===== src/logic/wdtsm_pkg.sv =====
// Constants and register layout for the sleep-aware watchdog timer
package wdtsm_pkg;
  // Clock and time base
  localparam int unsigned CLK_SYS_HZ = 50_000_000;
  localparam int unsigned LF_OSC_HZ = 31_000;
  localparam int unsigned LF_DIV_CYCLES = CLK_SYS_HZ / LF_OSC_HZ;
  localparam int LF_DIV_W = 11;
  localparam logic [LF_DIV_W-1:0] LF_DIV_LAST = LF_DIV_W'(LF_DIV_CYCLES - 1);
  localparam int CNT_W = 23;
  localparam int unsigned BASE_SHIFT = 5;

  // Register bus
  localparam int ADDR_W = 4;
  localparam logic [ADDR_W-1:0] ADDR_WATCHDOG_CONTROL = 4'h0;
  localparam logic [ADDR_W-1:0] ADDR_POWER_CONTROL = 4'h1;
  localparam logic [ADDR_W-1:0] ADDR_IRQ_STATUS = 4'h2;
  localparam logic [ADDR_W-1:0] ADDR_IRQ_MASK = 4'h3;

  // watchdog_control fields
  localparam int SWEN_BIT = 0;
  localparam int PERIOD_LSB = 1;
  localparam int PERIOD_MSB = 5;
  localparam logic [4:0] PERIOD_RESET = 5'h0b;
  localparam logic [4:0] PERIOD_MAX_CODE = 5'h12;
  localparam logic SWEN_RESET = 1'b0;

  // power_control_reg fields
  localparam int TO_BIT = 0;
  localparam int PD_BIT = 1;
  localparam int WATCHDOG_RESET_FLAG_BIT = 2;

  // Interrupt status and mask fields
  localparam int IRQ_W = 2;
  localparam int IRQ_RESET_BIT = 0;
  localparam int IRQ_WAKE_BIT = 1;

  // wdt_mode_config encodings
  typedef enum logic [1:0] {
    WDTSM_MODE_OFF = 2'b00,
    WDTSM_MODE_SW = 2'b01,
    WDTSM_MODE_AWAKE = 2'b10,
    WDTSM_MODE_ON = 2'b11
  } wdtsm_mode_e;
endpackage : wdtsm_pkg


===== src/logic/wdtsm_top.sv =====
// Watchdog timer with sleep handling, register port and interrupt
// Contract
// - Awake time-out without a clear request forces a system reset.
// - Counter advances on a 31 kHz tick; 1 ms is the base unit.
// - Mode 00 keeps the watchdog off regardless of enable bit or sleep.
// - Mode 11 is always active, also during sleep.
// - Mode 10 counts awake only, off during sleep.
// - Mode 01 follows the software enable bit; sleep has no effect.
// - Period selectable 1 ms to 256 s; two seconds after reset.
// - Counter cleared on reset, clear, sleep, wake, osc fail, disable, start-up.
// - Sleep entry clears then resumes if enabled; sleep exit clears again.
// - Crystal clock wake holds counter clear until start-up timer ends.
// - Internal oscillator divider changes leave the counter alone.
// - Sleep time-out wakes the device and updates time-out and power-down flags.
// - A watchdog reset is recorded in a reset-cause flag.
// - Period codes 0 to 18 map to ratios 1:32 doubling to 1:8388608.
// - Codes 19 to 31 act as the minimum ratio 1:32.
// - Enable at bit 0, period at bits 5..1, bits 7..6 read zero.
`timescale 1ns/1ps
module wdtsm_top
  import wdtsm_pkg::*;
(
  input wire logic clk_sys,
  input wire logic reset,
  input wire logic [1:0] wdt_mode_config,
  input wire logic watchdog_clear_instr,
  input wire logic sleep_enter,
  input wire logic sleep_exit,
  input wire logic osc_fail,
  input wire logic osc_startup_timer,
  input wire logic sys_clk_is_crystal,
  input wire logic [ADDR_W-1:0] reg_addr,
  input wire logic [7:0] reg_wdata,
  input wire logic reg_we,
  input wire logic reg_re,
  output logic [7:0] reg_rdata,
  output logic wdt_reset_req,
  output logic wake_req,
  output logic timeout_flag_n,
  output logic powerdown_flag_n,
  output logic watchdog_reset_flag,
  output logic irq
);

  logic [1:0] mode_q;
  logic mode_valid_q;
  logic soft_watchdog_enable_q;
  logic [4:0] period_select_field_q;
  logic sleep_q;
  logic hold_q;
  logic ost_prev_q;
  logic [LF_DIV_W-1:0] lf_div_q;
  logic lf_tick;
  logic [CNT_W-1:0] cnt_q;
  logic [CNT_W-1:0] limit;
  logic active;
  logic cnt_clear;
  logic timeout;
  logic wake_exit;
  logic to_flag_n_q;
  logic pd_flag_n_q;
  logic watchdog_reset_flag_q;
  logic [IRQ_W-1:0] irq_stat_q;
  logic [IRQ_W-1:0] irq_mask_q;
  logic [IRQ_W-1:0] irq_set;
  logic [7:0] rdata_q;
  logic reset_pulse_q;
  logic wake_pulse_q;
  logic irq_q;
  logic wr_ctrl;
  logic wr_pwr;
  logic wr_stat;
  logic wr_mask;

  assign wr_ctrl = reg_we && (reg_addr == ADDR_WATCHDOG_CONTROL);
  assign wr_pwr = reg_we && (reg_addr == ADDR_POWER_CONTROL);
  assign wr_stat = reg_we && (reg_addr == ADDR_IRQ_STATUS);
  assign wr_mask = reg_we && (reg_addr == ADDR_IRQ_MASK);

  // Mode strap is caught once after reset release, never under the async reset
  always_ff @(posedge clk_sys or posedge reset)
  begin
    if (reset)
    begin
      mode_q <= 2'h0;
      mode_valid_q <= 1'b0;
    end
    else if (!mode_valid_q)
    begin
      mode_q <= wdt_mode_config;
      mode_valid_q <= 1'b1;
    end
  end

  // Control register
  always_ff @(posedge clk_sys or posedge reset)
  begin
    if (reset)
    begin
      soft_watchdog_enable_q <= SWEN_RESET;
      period_select_field_q <= PERIOD_RESET;
    end
    else if (wr_ctrl)
    begin
      soft_watchdog_enable_q <= reg_wdata[SWEN_BIT];
      period_select_field_q <= reg_wdata[PERIOD_MSB:PERIOD_LSB];
    end
  end

  // Low-frequency time base; the 31 kHz oscillator is modelled as an enable
  always_ff @(posedge clk_sys or posedge reset)
  begin
    if (reset)
      lf_div_q <= '0;
    else if (lf_div_q == LF_DIV_LAST)
      lf_div_q <= '0;
    else
      lf_div_q <= lf_div_q + 1'b1;
  end
  assign lf_tick = (lf_div_q == LF_DIV_LAST);

  // Mode decode
  always_comb
  begin
    case (wdtsm_mode_e'(mode_q))
      WDTSM_MODE_ON: active = mode_valid_q;
      WDTSM_MODE_AWAKE: active = mode_valid_q && !sleep_q;
      WDTSM_MODE_SW: active = mode_valid_q && soft_watchdog_enable_q;
      WDTSM_MODE_OFF: active = 1'b0;
      default: active = 1'b0;
    endcase
  end

  // Period decode; reserved codes fall back to the shortest interval
  always_comb
  begin
    if (period_select_field_q <= PERIOD_MAX_CODE)
      limit = CNT_W'((24'h1 << (period_select_field_q + 5'(BASE_SHIFT))) - 24'h1);
    else
      limit = CNT_W'((24'h1 << BASE_SHIFT) - 24'h1);
  end

  // Sleep state; a watchdog wake ends sleep as well as the core's own exit
  // Registered wake pulse keeps the time-out path free of a combinational loop
  assign wake_exit = sleep_q && (sleep_exit || wake_pulse_q);
  always_ff @(posedge clk_sys or posedge reset)
  begin
    if (reset)
      sleep_q <= 1'b0;
    else if (sleep_enter)
      sleep_q <= 1'b1;
    else if (wake_exit)
      sleep_q <= 1'b0;
  end

  // Crystal wake holds the counter until the start-up timer drops
  always_ff @(posedge clk_sys or posedge reset)
  begin
    if (reset)
    begin
      hold_q <= 1'b0;
      ost_prev_q <= 1'b0;
    end
    else
    begin
      ost_prev_q <= osc_startup_timer;
      if (wake_exit && sys_clk_is_crystal)
        hold_q <= 1'b1;
      else if (ost_prev_q && !osc_startup_timer)
        hold_q <= 1'b0;
    end
  end

  // Divider selection of the internal oscillator is no input here, so it cannot clear
  assign cnt_clear = !active || watchdog_clear_instr || sleep_enter || wake_exit
                     || osc_fail || osc_startup_timer || hold_q;
  assign timeout = lf_tick && !cnt_clear && (cnt_q == limit);

  always_ff @(posedge clk_sys or posedge reset)
  begin
    if (reset)
      cnt_q <= '0;
    else if (cnt_clear || timeout)
      cnt_q <= '0;
    else if (lf_tick)
      cnt_q <= cnt_q + 1'b1;
  end

  // Event outputs: reset when awake, wake when asleep
  always_ff @(posedge clk_sys or posedge reset)
  begin
    if (reset)
    begin
      reset_pulse_q <= 1'b0;
      wake_pulse_q <= 1'b0;
    end
    else
    begin
      reset_pulse_q <= timeout && !sleep_q;
      wake_pulse_q <= timeout && sleep_q;
    end
  end

  // Status flags; hardware events win over software writes
  always_ff @(posedge clk_sys or posedge reset)
  begin
    if (reset)
    begin
      to_flag_n_q <= 1'b1;
      pd_flag_n_q <= 1'b1;
    end
    else if (timeout)
    begin
      to_flag_n_q <= 1'b0;
      pd_flag_n_q <= !sleep_q;
    end
    else if (sleep_enter)
    begin
      to_flag_n_q <= 1'b1;
      pd_flag_n_q <= 1'b0;
    end
    else if (watchdog_clear_instr)
    begin
      to_flag_n_q <= 1'b1;
      pd_flag_n_q <= 1'b1;
    end
  end

  always_ff @(posedge clk_sys or posedge reset)
  begin
    if (reset)
      watchdog_reset_flag_q <= 1'b0;
    else if (timeout && !sleep_q)
      watchdog_reset_flag_q <= 1'b1;
    else if (wr_pwr && reg_wdata[WATCHDOG_RESET_FLAG_BIT])
      watchdog_reset_flag_q <= 1'b0;
  end

  // Interrupt status, write one to clear, set wins
  assign irq_set[IRQ_RESET_BIT] = timeout && !sleep_q;
  assign irq_set[IRQ_WAKE_BIT] = timeout && sleep_q;
  always_ff @(posedge clk_sys or posedge reset)
  begin
    if (reset)
      irq_stat_q <= '0;
    else
      irq_stat_q <= irq_set | (irq_stat_q & ~({IRQ_W{wr_stat}} & reg_wdata[IRQ_W-1:0]));
  end

  always_ff @(posedge clk_sys or posedge reset)
  begin
    if (reset)
      irq_mask_q <= '0;
    else if (wr_mask)
      irq_mask_q <= reg_wdata[IRQ_W-1:0];
  end

  always_ff @(posedge clk_sys or posedge reset)
  begin
    if (reset)
      irq_q <= 1'b0;
    else
      irq_q <= |(irq_set | (irq_stat_q & ~({IRQ_W{wr_stat}} & reg_wdata[IRQ_W-1:0]))
                 & (wr_mask ? reg_wdata[IRQ_W-1:0] : irq_mask_q));
  end

  // Read port; unmapped addresses read zero
  always_ff @(posedge clk_sys or posedge reset)
  begin
    if (reset)
      rdata_q <= 8'h00;
    else if (reg_re)
    begin
      case (reg_addr)
        ADDR_WATCHDOG_CONTROL:
          rdata_q <= {2'h0, period_select_field_q, soft_watchdog_enable_q};
        ADDR_POWER_CONTROL: rdata_q <= {5'h00, watchdog_reset_flag_q, pd_flag_n_q, to_flag_n_q};
        ADDR_IRQ_STATUS: rdata_q <= {6'h00, irq_stat_q};
        ADDR_IRQ_MASK: rdata_q <= {6'h00, irq_mask_q};
        default: rdata_q <= 8'h00;
      endcase
    end
    else
      rdata_q <= 8'h00;
  end

  assign reg_rdata = rdata_q;
  assign wdt_reset_req = reset_pulse_q;
  assign wake_req = wake_pulse_q;
  assign timeout_flag_n = to_flag_n_q;
  assign powerdown_flag_n = pd_flag_n_q;
  assign watchdog_reset_flag = watchdog_reset_flag_q;
  assign irq = irq_q;
endmodule : wdtsm_top


===== config.mk =====
export PLATFORM = sky130hd
export DESIGN_NAME = wdtsm_top
export DESIGN_NICKNAME = d
export VERILOG_FILES = /design/src/logic/wdtsm_pkg.sv /design/src/logic/wdtsm_top.sv
export SDC_FILE = /design/constraint.sdc
export NUM_CORES = 1
export LEC_CHECK = 0
export BUFFER_PORTS_ARGS = -buffer_cell sky130_fd_sc_hd__buf_2
export CAP_MARGIN = 20
export CORE_MARGIN = 8
export CORE_UTILIZATION = 54
export DETAILED_ROUTE_END_ITERATION = 7
export PLACE_DENSITY_LB_ADDON = 0.08
export SLEW_MARGIN = 15
export SYNTH_ARGS = -nofsm -noshare
export SYNTH_HDL_FRONTEND = slang
export SYNTH_SLANG_ARGS = --single-unit

===== constraint.sdc =====
create_clock -name clk_sys -period 3.1 [get_ports clk_sys]
set_clock_uncertainty 0.1 [all_clocks]
set_input_delay 0.62 -clock clk_sys [delete_from_list [all_inputs] [get_ports clk_sys]]
set_output_delay 0.62 -clock clk_sys [all_outputs]
set_load 0.005 [all_outputs]

# == Word-level counts from Yosys, hierarchy flattened ==
# Cells that the tools add are included.
# totals
elab_cells,91
output_inout_bits,14
regBits,64
input_bits,24
# op_classes
n_bitwise,6
n_shift,1
n_reduce_logical,34
n_addsub,4
n_lt_le_gt_ge,1
n_eq_ne,8
muxes,19
# op_table
operator,count
$mux W23,3
$pmux W6 S4,1
$add A23 B1 Y23 const B,1
$eq A23 B23 Y1,1
$shl A1 B5 Y23 const A,1
$sub A23 B1 Y23 const B,1
$logic_and A1 B1 Y1,14
$add A11 B1 Y11 const B,1
$eq A11 B11 Y1 const B,1
$mux W1,11
$mux W11,1
$eq A4 B2 Y1 const B,2
$logic_or A1 B1 Y1,8
$mux W8,1
$reduce_bool A2 Y1,4
$and A2 B2 Y2,3
$add A5 B3 Y5 const B,1
$le A5 B5 Y1 const B,1
$eq A2 B2 Y1 const B,2
$eq A4 B1 Y1 const B,1
$logic_not A1 Y1,4
$logic_not A4 Y1,1
$or A2 B2 Y2,2
$pmux W1 S4,1
6 further kinds,6

# == Logic depth before layout (Yosys ltp) ==
# Gate-level depths: netlist of run 1.
# logic_depth
depth_word,16
depth_mapped,15
mapped_depth_nobuf,10

# == Least setup slack after synthesis of run 1 ==
# No wires, ideal clock.
# synth_path
kind,register to register
start,reg period_select_field_q[4]
end,"reg irq_q, in the netlist irq"
path_slack_ps,-215
setup_time_ps,126
arrival_ps,3089
n_path_buf,5
required_time_ps,2874
period_less_slack_ps,3315
stages_incl_launch_ff,15
cell_sequence,dfrtp_1 -> buf_2 -> buf_2 -> clkbuf_1 -> nand4b_1 -> ha_1 -> clkbuf_1 -> or4b_1 -> or3_1 -> nand4_1 -> nor3_1 -> nor4bb_1 -> and4_1 -> buf_6 -> a221o_1
# synth_via
elab_chain_len,9
word_cells_on_any_way,11
cone_classes,add/sub (2); order compare (1); eq/ne (1); shift (1); mux (1); bitwise (1); reduce/logical (4)
# synth_lines
item,line_no,source
from (decl),wdtsm_top.sv:48,logic [4:0] period_select_field_q;
from (signal assigned),wdtsm_top.sv:106,period_select_field_q <= reg_wdata[PERIOD_MSB:PERIOD_LSB];
$add A5 B3 Y5,wdtsm_top.sv:138,limit = CNT_W'((24'h1 << (period_select_field_q + 5'(BASE_SHIFT))) - 24'h1);
$shl A1 B5 Y23,wdtsm_top.sv:138,
$sub A23 B1 Y23,wdtsm_top.sv:138,
$mux W23 (*),wdtsm_top.sv:137,if (period_select_field_q <= PERIOD_MAX_CODE)
$eq A23 B23 Y1 (*),wdtsm_top.sv:177,assign timeout = lf_tick && !cnt_clear && (cnt_q == limit);
$logic_and A1 B1 Y1 (*),wdtsm_top.sv:177,
"$logic_and A1 B1 Y1, on equally long branches","wdtsm_top.sv:240, wdtsm_top.sv:241",
$or A2 B2 Y2 (*),wdtsm_top.sv:263,irq_q <= |(irq_set | (irq_stat_q & ~({IRQ_W{wr_stat}} & reg_wdata[IRQ_W-1:0]))
$reduce_or A2 Y1 (*),wdtsm_top.sv:263,
to (signal assigned),wdtsm_top.sv:263,
to (decl),wdtsm_top.sv:69,logic irq_q;
# Mark *: on every way between the ends. The rest lies on a longest branch, timed or not.
# A chain may end at the register's enable or synchronous reset.

# == Worst setup path after layout of run 1 ==
# layout_path
start,reg period_select_field_q[0]
end,"reg irq_q, in the netlist irq"
# Same word-level chain as after synthesis.

==> metrics.cfg, run 1 <==
[cells_and_area]
drive_gt1_frac = 0.239
areaGrowthSynthToFinish_pct = 13.5
final_core_util = 0.627
diodes = 0
final_nets = 467

[placed_design]
place_hpwl_mm = 5.93
place.gp.congestion = 0.910
portBuffers = 33

[power_and_ir_drop]
ir_drop_mv = 0.327
clkPwrFrac = 0.297
pwr-share-comb = 0.273
seq_power_share = 0.430
powerDensity_nw_per_um2 = 482
internal-power_mw = 1.38
p_leak_nw = 1.82
fin_total_pwr_mw = 2.04
power.switching_mw = 0.662
swShare = 0.324

[critical_path]
r2r-end = irq
crit_path_cell_trace = and2_4 > nand4b_1 > ha_4 > or4b_4 > or3_1 > nand4_1 > nor3_1 > nor4bb_1 > and4_4 > buf_4 > a221o_1
end_kind = register
max_stage_delay_ps = 540
r2r_slack_ps = 110
reg2reg_depth = 11
cp-start-kind = register
worstPathArrival_ps = 3120
crit-reg2reg-launch = period_select_field_q[0]
crit_required_ps = 3230
criticalPathCategory = reg -> reg
cp_slowest_cell = dfstp_2
path_max_fanout = 7

[status]
status = finished clean

[route]
routed_wl_mm = 8.33
drt_iter0_drc = 113
vias = 3043
drc_errors = 0
avgRoutedWirePerCell_um = 15.9
vias_per_cell = 5.82
drtAntennaViolNets = 0
wl_met3_um = 337
top_layer = met4
firstDrtPassIters = 4
wl_met1_mm = 4.00
wl_met2_mm = 3.82

[floorplan]
initial_utilization = 0.553
die_area_um2 = 9830
rows = 30
io_pins = 38
core_um2 = 6760
die_w_um = 99.2
die_h_um = 99.2

[yosys]
synth-seq-area-share = 0.417
syn_avg_cell_area_um2 = 9.36
synth_edf_count = 0
post_synth_inst_count = 399
synth_cell_types = 63
yosys_warnings = 0
synth-main-ff-cell = dfrtp_1
synth_seq_cells = 62
syn_area_um2 = 3730
synthArstFlopShare = 1.00

[clock_network]
htree_levels = 3
tritoncts = yes
cts_buffer_depth = 2
clk_latency_ps = 340
ctsRootBufferMaster = clkbuf_8
cts.clk_slew.worst_paths_ps = 70
cts_buffers = 9
cts.sinks = 62

[flow_run]
drv_cap = 0

[global_routing]
gr-total-overflow = 0
grt_max_degree = 28
grt_pass1_vias = 3002
grt_pass1_wl_mm = 14.0
grt_use_total = 0.177
antenna_found_initial = 0

[sta]
fin_crit_sh = 0.966
hold_ws_ps = 217
setup_violations = 0
max_freq_mhz = 334
slew_headroom = 0.638
tightest_slew_ps = 542
period_needed_ps = 2990
rsz0062_at_grt = yes
hold_viol = 0
maxSlewViolCount = 0

[min_path]
min_path_type = in -> async

worst max path at each step:
stage	end	cells past startpoint	slack [ps]	startpoint
2_1_floorplan	irq	13	20	period_select_field_q[0]
3_3_place_gp	cnt_q[5]	12	80	period_select_field_q[3]
3_5_place_dp	irq	11	90	period_select_field_q[3]
4_1_cts	cnt_q[5]	12	80	period_select_field_q[3]
5_1_grt	irq	11	-10	period_select_field_q[0]
6_report	irq	11	110	period_select_field_q[0]
layout by cell type (no fill, tap or decap), types with 9 or more instances in the layout:
cell,n
dfrtp_1,57
nor3_1,33
buf_2,33
nand2_1,29
nor2_1,26
xnor2_1,26
nand3_1,24
buf_4,22
xor2_1,17
o21ai_0,12
and3_1,12
a21oi_1,11
clkbuf_8,9
through the flow:
stage | cells | area, um2 | setup slack (ps) | TNS (ps)
after detailed placement | 506 | 4000 | 92.8 | 0
after CTS | 522 | 4170 | 77.7 | 0
after global placement | 506 | 4000 | 78.6 | 0
after floorplan | 400 | 3770 | 15.3 | 0
after global routing | 523 | 4240 | -12.9 | -12.9
final | 523 | 4240 | 105 | 0
final cells by class:
type / count / area, um2
Clock buffer: 10 / 128
Clock inverter: 6 / 38.8
Fill cell: 585 / 2520
Inverter: 9 / 33.8
Multi-Input combinational cell: 299 / 2030
Sequential cell: 62 / 1560
Tap cell: 80 / 100
Timing Repair Buffer: 57 / 350
cell usage after synthesis, types with 4 or more instances:
cell type / n / area (um2)
nor2_1: 28 / 105
inv_1: 9 / 33.8
ha_1: 5 / 62.6
and4_1: 5 / 43.8
and3_1: 12 / 75.1
dfstp_2: 5 / 131
buf_2: 6 / 30.0
o21ai_0: 12 / 60.1
nand3_1: 25 / 125
dfrtp_1: 57 / 1430
and2_1: 5 / 31.3
nor2b_1: 4 / 25.0
o22ai_1: 6 / 37.5
mux2_2: 8 / 90.1
a21oi_1: 11 / 55.1
or3_1: 4 / 25.0
buf_6: 4 / 45.0
clkbuf_1: 16 / 60.1
nand4_1: 5 / 31.3
xnor2_1: 26 / 228
xor2_1: 17 / 149
nor3_1: 35 / 175
nand2_1: 29 / 109
logic make-up after synthesis:
family	count (synthesis)	synth area share
other	2	0.00201
xor gates and xnor gates	43	0.101
AOI/OAI and AO/OA	59	0.110
buffers and inverters	39	0.0573
muxes	13	0.0442
and+or+nand+nor	176	0.252
adders and majority gates	5	0.0168
DFF	62	0.417
power groups by stage:
stage | clock, mW | combinational, mW | sequential (mW)
2_1_floorplan | 0 | 0.416 | 0.884
3_3_place_gp | 0 | 0.523 | 0.892
3_5_place_dp | 0 | 0.529 | 0.893
4_1_cts | 0.629 | 0.532 | 0.878
5_1_grt | 0.656 | 0.615 | 0.883
6_report | 0.606 | 0.558 | 0.878
worst max-delay path: cells and delay by family (launching register included):
kind / cells / cell delay (ps)
flip-flops: 1 / 540
AND/OR/NAND/NOR: 8 / 1640
AO/OA/AOI/OAI: 1 / 250
buffers and inverters: 1 / 150
adder cells (fa/ha/maj): 1 / 220
per-layer routing:
metal / GRT usage / up-vias
met4: 0.0908 / 0
met5: 0 / -
met2: 0.271 / 74
met1: 0.235 / 1453
met3: 0.0321 / 15
li1: - / 1501
what timing repair did:
action | in CTS | in global routing
hold buffers | 0 | 0
endpoints found under the setup margin | 0 | 24
resized for setup | 0 | 16
endpoints found under the hold margin | 0 | 0
buffers inserted | 0 | 1
state kept, by name, indices dropped and copies added, names as in the netlist:
register,count
irq,1
irq_stat_q,2
hold_q,1
watchdog_reset_flag,1
mode_q,2
irq_mask_q,2
lf_div_q,11
soft_watchdog_enable_q,1
powerdown_flag_n,1
sleep_q,1
reg_rdata,6
wake_req,1
mode_valid_q,1
ost_prev_q,1
cnt_q,23
period_select_field_q,5
timeout_flag_n,1
wdt_reset_req,1
No activity file was read; power rests on OpenSTA's default activity.
==> run 2, diff against run 1 <==
--- a/config.mk
+++ b/config.mk
@@ -8,7 +8,8 @@
 export BUFFER_PORTS_ARGS = -buffer_cell sky130_fd_sc_hd__buf_2
 export CAP_MARGIN = 20
 export CORE_MARGIN = 8
-export CORE_UTILIZATION = 54
+export CORE_UTILIZATION = 55
+export CTS_BUF_LIST = sky130_fd_sc_hd__clkbuf_4
 export DETAILED_ROUTE_END_ITERATION = 7
 export PLACE_DENSITY_LB_ADDON = 0.08
 export SLEW_MARGIN = 15
==> metrics.cfg, run 2 (synthesized netlist as in run 1, its figures left out) <==
[power_and_ir_drop]
pwr-share-comb = 0.293  ; +0.020
internal-power_mw = 1.35  ; -2.2%
powerDensity_nw_per_um2 = 471  ; -2.2%
clkPwrFrac = 0.268  ; -0.029
seq_power_share = 0.439  ; +0.009
power.switching_mw = 0.651  ; -1.7%
ir_drop_mv = 0.314  ; -4.2%
fin_total_pwr_mw = 2.00  ; -2.1%
p_leak_nw = 1.82  ; about the same
swShare = 0.325  ; +0.00127

[placed_design]
pre_cts_slack_ps = 74.2  ; -18.7 ps
place.gp.congestion = 0.890  ; -2.2%
place_hpwl_mm = 5.83  ; -1.6%
portBuffers = 33  ; unchanged
placed_area_um2 = 4000  ; unchanged

[global_routing]
grt_pass1_wl_mm = 14.1  ; +0.44%
grt_pass1_vias = 2886  ; -3.9%
gr-total-overflow = 0  ; unchanged
grt_max_degree = 63  ; +130%
grt_use_total = 0.178  ; +0.000255
antenna_found_initial = 0  ; unchanged

[sta]
hold_ws_ps = 247  ; +29.4 ps
hold_viol = 0  ; unchanged
rsz0062_at_grt = yes
fin_ws_ps = 81.5  ; -23.8 ps
maxSlewViolCount = 0  ; unchanged
max_freq_mhz = 331  ; -0.79%
tightest_slew_ps = 772  ; +230 ps
slew_headroom = 0.485  ; -0.153
setup_violations = 0  ; unchanged
fin_crit_sh = 0.974  ; +0.00768
period_needed_ps = 3020  ; +23.8 ps

[cells_and_area]
drive_gt1_frac = 0.245  ; +0.00622
stdcell_area_um2 = 4250  ; +0.18%
final_core_util = 0.636  ; +0.00817
mostFrequentLayoutCells = dfrtp_1 (57), buf_2 (33), nor3_1 (32), nand2_1 (28)
final_nets = 468  ; +0.21%
largest_register_ffs = 23  ; unchanged
areaGrowthSynthToFinish_pct = 13.7
top_register = cnt_q
diodes = 0  ; unchanged
final_common_cell = dfrtp_1

[critical_path]
r2r-end = irq
cp_slowest_cell = dfstp_2
reg2reg_depth = 11  ; unchanged
crit_required_ps = 3300  ; +70 ps
crit-reg2reg-launch = period_select_field_q[0]
worstPathArrival_ps = 3220  ; +100 ps
max_stage_delay_ps = 550  ; about the same
crit_path_cell_trace = and2_4 > nand4b_1 > ha_4 > or4b_1 > or3_1 > nand4_1 > nor3_1 > nor4bb_1 > and4_4 > buf_6 > a221o_1
criticalPathCategory = reg -> reg
path_max_fanout = 6  ; -1
cp-start-kind = register
end_kind = register
r2r_slack_ps = 80  ; -20 ps

[route]
vias_per_cell = 5.78  ; -0.62%
drtAntennaViolNets = 0  ; unchanged
vias = 3030  ; -0.43%
drc_errors = 0  ; unchanged
routed_wl_mm = 8.40  ; +0.89%
firstDrtPassIters = 4  ; unchanged
avgRoutedWirePerCell_um = 16.0  ; +0.70%
drt_iter0_drc = 150  ; +33%

[floorplan]
rows = 30  ; unchanged
initial_utilization = 0.559  ; +0.00621
io_pins = 38  ; unchanged
die_w_um = 98.4  ; -0.77%
die_area_um2 = 9680  ; -1.5%
die_h_um = 98.4  ; -0.77%
core_um2 = 6680  ; -1.1%

[clock_network]
clk_latency_ps = 400  ; +60 ps
cts.sinks = 62  ; unchanged
cts_buffers = 9  ; unchanged
cts_hold_buffers = 0  ; unchanged
tritoncts = yes
cts_buffer_depth = 2  ; unchanged
ctsRootBufferMaster = clkbuf_4
cts.clk_slew.worst_paths_ps = 100  ; +30 ps
htree_levels = 3  ; unchanged

[min_path]
min_path_cells = 1
worstHoldStart = osc_startup_timer
min_path_type = in -> reg
holdPathEnd = ost_prev_q

[flow_run]
drv_cap = 0  ; unchanged

[status]
status = finished clean

## run 2: worst max-delay path by stage
stage	from	to	cells after the start
CTS	period_select_field_q[0]	cnt_q[11]	13
finish	period_select_field_q[0]	irq	11
floorplan	period_select_field_q[0]	irq	13
global placement	period_select_field_q[3]	cnt_q[17]	13
detailed placement	period_select_field_q[3]	irq	11
global route	period_select_field_q[0]	powerdown_flag_n	13
## run 2: worst max-delay path, delay by kind of cell (launching register included)
kind,cells,cell delay (ps)
DFF,1,550
adders and majority gates,1,230
AOI/OAI and AO/OA,1,250
and+or+nand+nor,8,1650
buffers and inverters,1,130
## run 2: per-layer routing
metal,routed length [um],GRT usage
met1,4110,0.242
met2,3870,0.266
met3,340,0.0455
met4,82,0.0590
met5,0,0
## run 2: through the flow
step / TNS, ps / std cells
floorplan: 0 / 400
global placement: -157 / 506
detailed placement: 0 / 506
CTS: 0 / 522
global route: -20.9 / 524
finish: 0 / 524
## run 2: final cells by class
type / instances / area, um2
clock buffer: 10 / 75.1
inverter: 9 / 33.8
tap: 80 / 100
sequential: 62 / 1560
timing repair buffer: 58 / 372
clock inverter: 6 / 52.6
fill: 587 / 2430
multi-input combinational: 299 / 2060
## run 2: repair_timing
action | CTS | global route
endpoints found under the setup margin | 0 | 27
resized for setup | 0 | 28
buffers inserted | 0 | 2
## run 2: power by group through the flow
stage | registers, mW | logic [mW] | clock network (mW)
2_1_floorplan | 0.884 | 0.416 | 0
6_report | 0.878 | 0.586 | 0.536
4_1_cts | 0.878 | 0.536 | 0.556
3_5_place_dp | 0.894 | 0.533 | 0
3_3_place_gp | 0.893 | 0.526 | 0
5_1_grt | 0.883 | 0.638 | 0.595
